$ cat src/include/wwdt_pkg.sv
// Shared constants and carrier types of the windowed watchdog.
// Assumes one system clock; the RC oscillator arrives as a slow plain input.
package wwdt_pkg;

   // ***************************************************************
   // Oscillator and time-out base
   // ***************************************************************
   localparam int OSC_KHZ        = 31;   // Nominal RC oscillator rate
   localparam int BASE_SHORT_US  = 1000; // Base time-out, 5-bit prescaler
   localparam int BASE_LONG_US   = 4000; // Base time-out, 7-bit prescaler
   localparam int PRE_SHORT_BITS = 5;    // Divide by 32
   localparam int PRE_LONG_BITS  = 7;    // Divide by 128
   localparam int PRE_W          = 7;
   localparam int POST_W         = 15;   // Up to 1:32768
   localparam int TOTAL_W        = 23;   // Prescaler plus postscaler span

   localparam logic [PRE_W-1:0] PRE_SHORT_MAX = 7'h1F;
   localparam logic [PRE_W-1:0] PRE_LONG_MAX  = 7'h7F;

   // ***************************************************************
   // Register map
   // ***************************************************************
   localparam logic [3:0]  REG_RESET_CTRL = 4'h0;
   localparam logic [3:0]  REG_STATUS     = 4'h4;
   localparam int          RC_SOFT_ON_BIT = 5;
   localparam int          RC_TIMEOUT_BIT = 4;
   localparam int          RC_SLEEP_BIT   = 3;
   localparam int          RC_IDLE_BIT    = 2;
   localparam int          ST_RUN_BIT     = 0;
   localparam int          ST_WIN_BIT     = 1;
   localparam int          ST_ELAP_LSB    = 8;
   localparam logic [1:0]  RESP_OKAY      = 2'h0;
   localparam logic [1:0]  RESP_SLVERR    = 2'h2;
   localparam logic [31:0] DATA_RESET     = 32'h0000_0000;

   // ***************************************************************
   // Carriers
   // ***************************************************************
   // Configuration word one, low byte
   typedef struct packed {
      logic       config_watchdog_on;     // Bit 7
      logic       window_disable;         // Bit 6
      logic       spare;                  // Bit 5
      logic       prescale_width_select;  // Bit 4, 1 = divide by 128
      logic [3:0] postscale_ratio_select; // Bits 3..0, ratio 2**n
   } wwdt_cfg1_t;

   // One-cycle events from the core on the system clock
   typedef struct packed {
      logic power_save_instruction;
      logic enter_idle;
      logic exit_low_power;
      logic clear_watchdog_instruction;
      logic clock_switch_done;
      logic other_reset;
   } wwdt_evt_t;

   typedef enum logic [2:0] {
      PM_RUN   = 3'b001,
      PM_SLEEP = 3'b010,
      PM_IDLE  = 3'b100
   } wwdt_pm_t;

endpackage : wwdt_pkg

$ cat src/core/wwdt_top.sv
// Windowed watchdog with prescaler, postscaler and AXI4-Lite registers.
// Assumes core events arrive on MCLK_I; RC oscillator is an asynchronous pin.
//
// Overview of operation
// - Count from the RC oscillator; enable that oscillator whenever the watchdog runs.
// - Prescaler divides by 32 or 128 per the width select bit.
// - Prescaler period is the base time-out, about 1 ms or 4 ms.
// - Postscaler divides by one of 16 ratios, 1:1 to 1:32768.
// - Any device reset zeroes counter, prescaler and postscaler.
// - A finished clock switch zeroes all counts.
// - Entering sleep or idle zeroes all counts.
// - Leaving sleep or idle zeroes all counts.
// - Clear instruction in normal run zeroes all counts, subject to the window.
// - An enabled watchdog keeps counting in sleep and idle.
// - Time-out in sleep or idle wakes the core instead of resetting.
// - Time-out sets a sticky flag that only software clears.
// - In windowed mode a clear restarts only in the final quarter.
// - In windowed mode an early clear causes a watchdog reset.
// - Windowed mode is active when the window disable bit is zero.
// - Configuration enable bit set runs the watchdog unconditionally.
// - Otherwise the watchdog runs only while the software enable bit is set.
// - Every device reset clears the software enable bit.
//
// Our own choices: the register offsets and register access over AXI4-Lite.
module wwdt_top #(
   parameter int ADDR_W = 4
) (
   input  wire logic                MCLK_I,
   input  wire logic                RST_B_I,
   input  wire logic                LOW_POWER_RC_OSC_I,
   output logic                     LOW_POWER_RC_OSC_EN_O,
   input  wire wwdt_pkg::wwdt_cfg1_t CONFIG_WORD_ONE_I,
   input  wire wwdt_pkg::wwdt_evt_t  EVENT_I,
   output logic                     WDT_RESET_O,
   output logic                     WAKE_O,
   input  wire logic [ADDR_W-1:0]   AXI_AWADDR_I,
   input  wire logic                AXI_AWVALID_I,
   output logic                     AXI_AWREADY_O,
   input  wire logic [31:0]         AXI_WDATA_I,
   input  wire logic [3:0]          AXI_WSTRB_I,
   input  wire logic                AXI_WVALID_I,
   output logic                     AXI_WREADY_O,
   output logic [1:0]               AXI_BRESP_O,
   output logic                     AXI_BVALID_O,
   input  wire logic                AXI_BREADY_I,
   input  wire logic [ADDR_W-1:0]   AXI_ARADDR_I,
   input  wire logic                AXI_ARVALID_I,
   output logic                     AXI_ARREADY_O,
   output logic [31:0]              AXI_RDATA_O,
   output logic [1:0]               AXI_RRESP_O,
   output logic                     AXI_RVALID_O,
   input  wire logic                AXI_RREADY_I
);
   import wwdt_pkg::*;

   // ***************************************************************
   // Elaboration checks
   // ***************************************************************
   if (ADDR_W < 3 || ADDR_W > 32)
   begin : g_bad_addr
      $error("ADDR_W must lie between 3 and 32");
   end
   if ((1 << PRE_SHORT_BITS) * 1000 / OSC_KHZ > 2 * BASE_SHORT_US ||
       (1 << PRE_LONG_BITS) * 1000 / OSC_KHZ > 2 * BASE_LONG_US)
   begin : g_bad_base
      $error("Prescaler does not match the base time-out");
   end

   logic                 osc_s;
   logic                 osc_prev_q;
   logic                 tick_w;
   logic                 enabled_w;
   logic                 run_w;
   logic                 win_en_w;
   logic                 in_win_w;
   logic                 pre_last_w;
   logic                 post_last_w;
   logic                 timeout_w;
   logic                 early_clr_w;
   logic                 good_clr_w;
   logic                 dog_rst_w;
   logic                 wake_w;
   logic                 restart_w;
   logic [PRE_W-1:0]     pre_q;
   logic [POST_W-1:0]    post_q;
   logic [TOTAL_W-1:0]   elapsed_w;
   logic [TOTAL_W-1:0]   total_w;
   logic [POST_W-1:0]    post_max_w;
   logic                 soft_on_q;
   logic                 timeout_flag_q;
   logic                 sleep_flag_q;
   logic                 idle_flag_q;
   wwdt_pm_t             pm_q;
   logic                 aw_hold_q;
   logic                 w_hold_q;
   logic [ADDR_W-1:0]    aw_addr_q;
   logic [31:0]          w_data_q;
   logic [3:0]           w_strb_q;
   logic                 aw_have_w;
   logic                 w_have_w;
   logic                 do_write_w;
   logic [ADDR_W-1:0]    wr_addr_w;
   logic [31:0]          wr_data_w;
   logic [3:0]           wr_strb_w;
   logic                 rc_wr_w;
   logic [31:0]          rd_data_w;
   logic                 rd_ok_w;

   // ***************************************************************
   // Oscillator input
   // ***************************************************************
   // Oscillator pin passes two flops before edge detection
   wwdt_sync u_osc_sync (
      .clk_i   (MCLK_I),
      .rst_b_i (RST_B_I),
      .async_i (LOW_POWER_RC_OSC_I),
      .sync_o  (osc_s)
   );

   // Previous synchronised level for rising-edge detection
   always_ff @(posedge MCLK_I)
   begin
      if (!RST_B_I)
         osc_prev_q <= 1'b0;
      else
         osc_prev_q <= osc_s;
   end

   assign tick_w                = osc_s & ~osc_prev_q;
   assign enabled_w             = CONFIG_WORD_ONE_I.config_watchdog_on | soft_on_q;
   assign LOW_POWER_RC_OSC_EN_O = enabled_w;

   // ***************************************************************
   // Time-out arithmetic
   // ***************************************************************
   // Prescaler end by width select, postscaler end by ratio select
   assign pre_last_w  = CONFIG_WORD_ONE_I.prescale_width_select ?
                        (pre_q == PRE_LONG_MAX) : (pre_q == PRE_SHORT_MAX);
   assign post_max_w  = POST_W'((32'h1 << CONFIG_WORD_ONE_I.postscale_ratio_select) - 32'h1);
   assign post_last_w = (post_q == post_max_w);
   assign elapsed_w   = CONFIG_WORD_ONE_I.prescale_width_select ?
                        TOTAL_W'({post_q, pre_q}) :
                        TOTAL_W'({post_q, pre_q[PRE_SHORT_BITS-1:0]});
   assign total_w     = TOTAL_W'(32'h1 << (CONFIG_WORD_ONE_I.postscale_ratio_select +
                        (CONFIG_WORD_ONE_I.prescale_width_select ? PRE_LONG_BITS : PRE_SHORT_BITS)));
   assign in_win_w    = elapsed_w >= (total_w - (total_w >> 2));
   assign win_en_w    = ~CONFIG_WORD_ONE_I.window_disable;
   assign run_w       = (pm_q == PM_RUN);

   // Events that end or restart the count
   assign timeout_w   = enabled_w & tick_w & pre_last_w & post_last_w;
   assign early_clr_w = EVENT_I.clear_watchdog_instruction & run_w &
                        enabled_w & win_en_w & ~in_win_w;
   assign good_clr_w  = EVENT_I.clear_watchdog_instruction & run_w & ~early_clr_w;
   assign dog_rst_w   = (timeout_w & run_w) | early_clr_w;
   assign wake_w      = timeout_w & ~run_w;
   assign restart_w   = EVENT_I.other_reset | dog_rst_w | wake_w |
                        EVENT_I.clock_switch_done |
                        (EVENT_I.power_save_instruction & run_w) |
                        (EVENT_I.exit_low_power & ~run_w) |
                        good_clr_w | ~enabled_w;

   // ***************************************************************
   // Counters
   // ***************************************************************
   // Prescaler and postscaler; also run in sleep and idle
   always_ff @(posedge MCLK_I)
   begin
      if (!RST_B_I || restart_w)
      begin
         pre_q  <= '0;
         post_q <= '0;
      end
      else if (tick_w)
      begin
         if (pre_last_w)
         begin
            pre_q  <= '0;
            post_q <= post_last_w ? '0 : POST_W'(post_q + 1'b1);
         end
         else
            pre_q <= PRE_W'(pre_q + 1'b1);
      end
   end

   // ***************************************************************
   // Power mode tracking
   // ***************************************************************
   // Run, sleep or idle as told by the core
   always_ff @(posedge MCLK_I)
   begin
      if (!RST_B_I || EVENT_I.other_reset || dog_rst_w)
         pm_q <= PM_RUN;
      else
      begin
         case (pm_q)
            PM_RUN:
               if (EVENT_I.power_save_instruction)
                  pm_q <= EVENT_I.enter_idle ? PM_IDLE : PM_SLEEP;
            PM_SLEEP, PM_IDLE:
               if (EVENT_I.exit_low_power || wake_w)
                  pm_q <= PM_RUN;
            default:
               pm_q <= PM_RUN;
         endcase
      end
   end

   // Reset and wake pulses, one cycle each
   always_ff @(posedge MCLK_I)
   begin
      if (!RST_B_I)
      begin
         WDT_RESET_O <= 1'b0;
         WAKE_O      <= 1'b0;
      end
      else
      begin
         WDT_RESET_O <= dog_rst_w;
         WAKE_O      <= wake_w;
      end
   end

   // ***************************************************************
   // AXI4-Lite write channel
   // ***************************************************************
   assign AXI_AWREADY_O = ~aw_hold_q & ~AXI_BVALID_O;
   assign AXI_WREADY_O  = ~w_hold_q & ~AXI_BVALID_O;
   assign aw_have_w     = aw_hold_q | (AXI_AWVALID_I & AXI_AWREADY_O);
   assign w_have_w      = w_hold_q | (AXI_WVALID_I & AXI_WREADY_O);
   assign do_write_w    = aw_have_w & w_have_w;
   assign wr_addr_w     = aw_hold_q ? aw_addr_q : AXI_AWADDR_I;
   assign wr_data_w     = w_hold_q ? w_data_q : AXI_WDATA_I;
   assign wr_strb_w     = w_hold_q ? w_strb_q : AXI_WSTRB_I;
   assign rc_wr_w       = do_write_w & (wr_addr_w == ADDR_W'(REG_RESET_CTRL)) & wr_strb_w[0];

   // Hold address and data until both have arrived, then respond
   always_ff @(posedge MCLK_I)
   begin
      if (!RST_B_I)
      begin
         aw_hold_q    <= 1'b0;
         w_hold_q     <= 1'b0;
         aw_addr_q    <= '0;
         w_data_q     <= DATA_RESET;
         w_strb_q     <= 4'h0;
         AXI_BVALID_O <= 1'b0;
         AXI_BRESP_O  <= RESP_OKAY;
      end
      else if (do_write_w)
      begin
         aw_hold_q    <= 1'b0;
         w_hold_q     <= 1'b0;
         AXI_BVALID_O <= 1'b1;
         AXI_BRESP_O  <= (wr_addr_w == ADDR_W'(REG_RESET_CTRL) ||
                          wr_addr_w == ADDR_W'(REG_STATUS)) ? RESP_OKAY : RESP_SLVERR;
      end
      else
      begin
         if (AXI_AWVALID_I && AXI_AWREADY_O)
         begin
            aw_hold_q <= 1'b1;
            aw_addr_q <= AXI_AWADDR_I;
         end
         if (AXI_WVALID_I && AXI_WREADY_O)
         begin
            w_hold_q <= 1'b1;
            w_data_q <= AXI_WDATA_I;
            w_strb_q <= AXI_WSTRB_I;
         end
         if (AXI_BVALID_O && AXI_BREADY_I)
            AXI_BVALID_O <= 1'b0;
      end
   end

   // ***************************************************************
   // Reset control register
   // ***************************************************************
   // Software enable, cleared by every device reset
   always_ff @(posedge MCLK_I)
   begin
      if (!RST_B_I || EVENT_I.other_reset || dog_rst_w)
         soft_on_q <= 1'b0;
      else if (rc_wr_w)
         soft_on_q <= wr_data_w[RC_SOFT_ON_BIT];
   end

   // Sticky flags: hardware set wins over a software write of zero
   always_ff @(posedge MCLK_I)
   begin
      if (!RST_B_I)
      begin
         timeout_flag_q <= 1'b0;
         sleep_flag_q   <= 1'b0;
         idle_flag_q    <= 1'b0;
      end
      else
      begin
         timeout_flag_q <= dog_rst_w | wake_w |
                           (timeout_flag_q & ~(rc_wr_w & ~wr_data_w[RC_TIMEOUT_BIT]));
         sleep_flag_q   <= (EVENT_I.power_save_instruction & run_w & ~EVENT_I.enter_idle) |
                           (sleep_flag_q & ~(rc_wr_w & ~wr_data_w[RC_SLEEP_BIT]));
         idle_flag_q    <= (EVENT_I.power_save_instruction & run_w & EVENT_I.enter_idle) |
                           (idle_flag_q & ~(rc_wr_w & ~wr_data_w[RC_IDLE_BIT]));
      end
   end

   // ***************************************************************
   // AXI4-Lite read channel
   // ***************************************************************
   // Read mux; unmapped addresses read zero
   always_comb
   begin
      rd_data_w = DATA_RESET;
      rd_ok_w   = 1'b1;
      case (AXI_ARADDR_I)
         ADDR_W'(REG_RESET_CTRL):
         begin
            rd_data_w[RC_SOFT_ON_BIT] = soft_on_q;
            rd_data_w[RC_TIMEOUT_BIT] = timeout_flag_q;
            rd_data_w[RC_SLEEP_BIT]   = sleep_flag_q;
            rd_data_w[RC_IDLE_BIT]    = idle_flag_q;
         end
         ADDR_W'(REG_STATUS):
         begin
            rd_data_w[ST_RUN_BIT] = enabled_w;
            rd_data_w[ST_WIN_BIT] = in_win_w;
            rd_data_w[ST_ELAP_LSB +: TOTAL_W] = elapsed_w;
         end
         default:
            rd_ok_w = 1'b0;
      endcase
   end

   assign AXI_ARREADY_O = ~AXI_RVALID_O;

   // One read in flight; data registered with the valid
   always_ff @(posedge MCLK_I)
   begin
      if (!RST_B_I)
      begin
         AXI_RVALID_O <= 1'b0;
         AXI_RDATA_O  <= DATA_RESET;
         AXI_RRESP_O  <= RESP_OKAY;
      end
      else if (AXI_ARVALID_I && AXI_ARREADY_O)
      begin
         AXI_RVALID_O <= 1'b1;
         AXI_RDATA_O  <= rd_data_w;
         AXI_RRESP_O  <= rd_ok_w ? RESP_OKAY : RESP_SLVERR;
      end
      else if (AXI_RVALID_O && AXI_RREADY_I)
         AXI_RVALID_O <= 1'b0;
   end

   // ***************************************************************
   // Assertions
   // ***************************************************************
   property p_osc_on;
      @(posedge MCLK_I) disable iff (!RST_B_I)
      $rose(pre_q != '0) |-> $past(LOW_POWER_RC_OSC_EN_O);
   endproperty
   a_osc_on: assert property (p_osc_on) else $error("Count advanced with oscillator off");

   property p_pre_short;
      @(posedge MCLK_I) disable iff (!RST_B_I)
      (tick_w && !restart_w && pre_q == 7'h1F && !CONFIG_WORD_ONE_I.prescale_width_select)
      |=> (pre_q == 7'h00);
   endproperty
   a_pre_short: assert property (p_pre_short) else $error("Short prescaler did not wrap at 32");

   property p_post_end;
      @(posedge MCLK_I) disable iff (!RST_B_I)
      timeout_w |-> (elapsed_w == total_w - 1'b1);
   endproperty
   a_post_end: assert property (p_post_end) else $error("Time-out at wrong elapsed count");

   property p_other_reset;
      @(posedge MCLK_I) disable iff (!RST_B_I)
      EVENT_I.other_reset |=> (pre_q == '0 && post_q == '0 && !soft_on_q);
   endproperty
   a_other_reset: assert property (p_other_reset) else $error("Device reset left counts or enable");

   property p_clk_switch;
      @(posedge MCLK_I) disable iff (!RST_B_I)
      EVENT_I.clock_switch_done |=> (pre_q == '0 && post_q == '0);
   endproperty
   a_clk_switch: assert property (p_clk_switch) else $error("Clock switch did not clear counts");

   property p_enter_low;
      @(posedge MCLK_I) disable iff (!RST_B_I)
      (EVENT_I.power_save_instruction && run_w && !dog_rst_w && !EVENT_I.other_reset)
      |=> (pm_q != PM_RUN && pre_q == '0);
   endproperty
   a_enter_low: assert property (p_enter_low) else $error("Power save entry mishandled");

   property p_keep_counting;
      @(posedge MCLK_I) disable iff (!RST_B_I)
      (!run_w && tick_w && !restart_w && !pre_last_w) |=> (pre_q == $past(pre_q) + 7'h01);
   endproperty
   a_keep_counting: assert property (p_keep_counting) else $error("Count stalled in low power");

   property p_wake;
      @(posedge MCLK_I) disable iff (!RST_B_I)
      (timeout_w && !run_w) |=> (WAKE_O && !WDT_RESET_O) ##1 (!WAKE_O && pm_q == PM_RUN);
   endproperty
   a_wake: assert property (p_wake) else $error("Low power time-out did not wake");

   property p_flag;
      @(posedge MCLK_I) disable iff (!RST_B_I)
      timeout_w |=> timeout_flag_q;
   endproperty
   a_flag: assert property (p_flag) else $error("Time-out flag not set");

   property p_early_clear;
      @(posedge MCLK_I) disable iff (!RST_B_I)
      (EVENT_I.clear_watchdog_instruction && run_w && enabled_w &&
       !CONFIG_WORD_ONE_I.window_disable && !in_win_w) |=> WDT_RESET_O;
   endproperty
   a_early_clear: assert property (p_early_clear) else $error("Early clear gave no reset");

   property p_cfg_on;
      @(posedge MCLK_I) disable iff (!RST_B_I)
      (!CONFIG_WORD_ONE_I.config_watchdog_on && !soft_on_q) |=> (pre_q == '0 && post_q == '0);
   endproperty
   a_cfg_on: assert property (p_cfg_on) else $error("Disabled watchdog still counting");

   property p_run_timeout;
      @(posedge MCLK_I) disable iff (!RST_B_I)
      (timeout_w && run_w) |=> WDT_RESET_O ##1 !WDT_RESET_O;
   endproperty
   a_run_timeout: assert property (p_run_timeout) else $error("Run time-out gave no single reset");

endmodule : wwdt_top

$ cat src/core/wwdt_sync.sv
// Two-flop synchroniser for a level from outside the clock domain.
// Assumes the input changes far slower than the clock.
module wwdt_sync (
   input  wire logic clk_i,
   input  wire logic rst_b_i,
   input  wire logic async_i,
   output logic      sync_o
);
   logic meta_q;

   // ***************************************************************
   // Two stages; only the second stage reads the first
   // ***************************************************************
   always_ff @(posedge clk_i)
   begin
      if (!rst_b_i)
      begin
         meta_q <= 1'b0;
         sync_o <= 1'b0;
      end
      else
      begin
         meta_q <= async_i;
         sync_o <= meta_q;
      end
   end
endmodule : wwdt_sync

$ cat config.mk
export PLATFORM = sky130hd
export DESIGN_NAME = wwdt_top
export DESIGN_NICKNAME = d
export VERILOG_FILES = /design/src/include/wwdt_pkg.sv /design/src/core/wwdt_top.sv /design/src/core/wwdt_sync.sv
export SDC_FILE = /design/constraint.sdc
export NUM_CORES = 1
export LEC_CHECK = 0
export ABC_AREA = 1
export BUFFER_PORTS_ARGS = -buffer_cell sky130_fd_sc_hd__buf_2
export CORE_MARGIN = 4
export CORE_UTILIZATION = 61
export DETAILED_ROUTE_END_ITERATION = 8
export PLACE_DENSITY = 0.86
export REMOVE_ABC_BUFFERS = 1
export SLEW_MARGIN = 20
export SYNTH_ARGS = -nofsm -noshare
export SYNTH_HDL_FRONTEND = slang
export SYNTH_SLANG_ARGS = --single-unit
$ cat constraint.sdc
create_clock -name MCLK_I -period 10.45 [get_ports MCLK_I]
set_input_delay 1.5675 -clock MCLK_I [delete_from_list [all_inputs] [get_ports MCLK_I]]
set_output_delay 1.5675 -clock MCLK_I [all_outputs]
set_load 0.05 [all_outputs]
==> metrics.md <==
| Metric | Value |
|---|---|
| Layout cells sized above 1 | roughly 15% |
| Fin crit share | 61.8% |
| Nets | 1084 |
| Tot GR Track Use | 26.4% |
| Dpl ws | 3.67 ns |
| Rel. slew slack | 59.6% |
| Highest Clock Rate | 155 MHz |
| Worst stage delay on the critical path | between 0.4 and 0.5 ns |
| Mapped Avg Cell Area | roughly 6.5 um^2 |
| Pwr/cell area | 113 nW/um^2 |
| Launch point of the worst reg-to-reg path | post_q[9] |
| Congestion Overflow GR | 0 |
| Min-delay worst type | reg -> reg |
| Die Area | roughly 11000 um^2 |
| Vias per inst | ~5.3 |
| Chip Height | 107 um |
| I/O Buffers | between 70 and 80 |
| Min-Delay Path Depth | 2 |
| Hold path endpoint | u_osc_sync.sync_o |
| Critical path endpoint category | register |
| Worst-margin pin slew | about 0.60 ns |
| Final hold violations | 0 |
| FF-to-FF setup slack | 7.50 ns |
| RSZ-0062 raised after global routing | no |
| DRC viols | 2 |
| Maximum VDD drop | between 0.07 and 0.08 mV |
| Post-Syn Area | 5930 um^2 |
| Num CTS Buffers | 9 |
| Synthesis-stage register bit count | between 70 and 80 |
| Layout Cells excl Fill | 1110 |
| Clock transition at path regs | 0.08 ns |
| Crit Path Class | in -> reg |
| DP Cell Count | between 1000 and 1500 |
| Final TNS setup | 0 ns |
| Gate Count Post-Synth | 906 |
| Post-cts sizing count | 0 |
| Leakage power | roughly 3.2 nW |
| # Post-CTS Setup Buffers | 0 |
| CP startpoint kind | input pin |
| Seq/Total Area, Yosys | 26.0% |
| Initial Util | between 60% and 70% |
| Mean routed wirelength per cell | ~14 um |
| Clock latency on the worst-skew pair | 0.35 ns |
| Largest net degree at the start of global routing | 34 |
| Synth-to-Final Area Change | 9.83% |
| Worst setup margin | between 3 and 4 ns |
| Die X | between 100 and 150 um |
| Ys flop type | dfxtp_1 |
| Failing checks | design-rule violations |
| TritonCTS sink count | between 70 and 80 |
| CTS max path bufs | 2 |
| Ys async rst share | 0% |
| Status | finished, violations left |
| CP required | 10.72 ns |
| Finish-stage setup viols | 0 |
| RePlAce Congestion | around 0.97 |
| CTS Hold Bufs | 0 |
| Most frequent cells in the layout | 216 x nand2_1, 115 x inv_1, 84 x nor2_1 |
| Reg2reg end | post_q[9] |
| CP max-delay cell | ha_1 |
| DRT Wirelength | 15100 um |
| Fin. max-slew vios | 0 |
| Tot Pwr | 0.000737 W |
| Final hold slack | 0.425 ns |
| N_diodes | 0 |
| Commonest non-fill, non-tap cell in the layout | nand2_1 |
| Initial antenna violation count | 0 |
| R2R depth | 17 |
| DRT Pass-1 Iters | 9 |
| Total I/O pin count | between 100 and 150 |
| Row count | 35 |
| Maximum level of the CTS H-tree | 3 |
| Maxcap violations | 0 |
| Clk_skew | 0.00792 ns |
| Hold_sp | u_osc_sync.meta_q |
| Routed Antenna Nets | 0 |
| DRT iter0 DRCs | approximately 380 |
| Number of global-route vias before repair | 5249 |
| CTS tree | yes |
| Worst path arrival time | 6.73 ns |
| Post-synth EDFFs | 0 |
| Post-synthesis cell type count | 47 |
| First-pass GRT wire length | 24600 um |
| Via count | 5913 |
| Final period demand of the worst path | 6.46 ns |
| Root Buffer | clkbuf_8 |
| Area of the core | 9370 um^2 |
| Most used cell, CP | nand2_1 |
| Synth Warn # | 0 |
| CP Max Fanout | 30 |
| Dpl hpwl | between 10000 and 15000 um |
power by group:
group	total (W)	switching, W	internal [W]
combinational	0.000230	0.000155	0.0000749
clock	0.000199	0.000114	0.0000849
sequential	0.000308	0.00000593	0.000302
cell usage after synthesis (all sizes together) (4+ instances only):
library cell  instances  area [um^2]
buf                  14          119
nand2               228          898
nor4                  5         46.3
a21oi                70          354
xor2                 33          289
nor2                111          499
xnor2                 8         70.1
nor3                 19          105
ha                   40          500
nand4                13         81.3
o21ai                56          280
o211ai                4         30.0
o21bai                4         30.0
a22oi                 4         30.0
clkbuf               13         48.8
dfxtp                77         1540
inv                 120          450
nand3                62          365
state kept, by name (all words and copies together), names as in the netlist, 3 cells and up:
name and count:
AXI_RDATA_O 28, aw_addr_q 4, w_data_q 4, pre_q 7, post_q 15, pm_q 3
critical path, delay by kind of cell:
kind / cells / cell delay (ns)
buf+inv: 4 / 0.63
xor+xnor: 1 / 0.19
compound gates: 5 / 0.93
fa+ha+maj: 3 / 1.06
simple gates: 18 / 2.31
area by class of cell:
class	instances	area (um^2)
clock buffer	9	124
clock inverter	6	40.0
multi-input combinational	695	3820
timing repair buffer	73	370
inverter	121	454
sequential	77	1540
tap	129	161
fill	897	2860
routing by layer:
layer,global-route usage (%),part of all wire [%]
met4,5.94,1.3
met5,0,0
met1,35.8,44
met3,2.89,6.6
met2,45.1,48
how the worst max path moves through the flow:
| stage | endpoint | startpoint |
|---|---|---|
| final | post_q[9] | CONFIG_WORD_ONE_I[4] |
| after global routing | post_q[11] | CONFIG_WORD_ONE_I[4] |
| after CTS | post_q[9] | CONFIG_WORD_ONE_I[4] |
| after detailed placement | post_q[9] | CONFIG_WORD_ONE_I[4] |
| after global placement | pre_q[1] | CONFIG_WORD_ONE_I[4] |
| after floorplan | post_q[10] | CONFIG_WORD_ONE_I[1] |
kinds of logic (layout without fill, tap and decap cells):
| logic type | count (synthesis) | in the layout | share of synthesized area [%] |
|---|---|---|---|
| adders and majority gates | 41 | 41 | 8.78 |
| buffers and inverters | 148 | 209 | 10.5 |
| and+or+nand+nor | 444 | 444 | 34.4 |
| other | 2 | 16 | 0.127 |
| xor gates and xnor gates | 41 | 41 | 6.06 |
| muxes | 1 | 1 | 0.169 |
| AOI/OAI and AO/OA | 152 | 152 | 14.0 |
| DFF | 77 | 77 | 26.0 |
per-stage QoR:
step / area (um^2) / utilization [%]
global route: 6510 / 69.5
detailed placement: 6350 / 67.7
CTS: 6510 / 69.5
floorplan: 5810 / -
global placement: 6350 / 67.7
finish: 6510 / 69.5
Note: power is estimated with default switching activity, not from simulation.
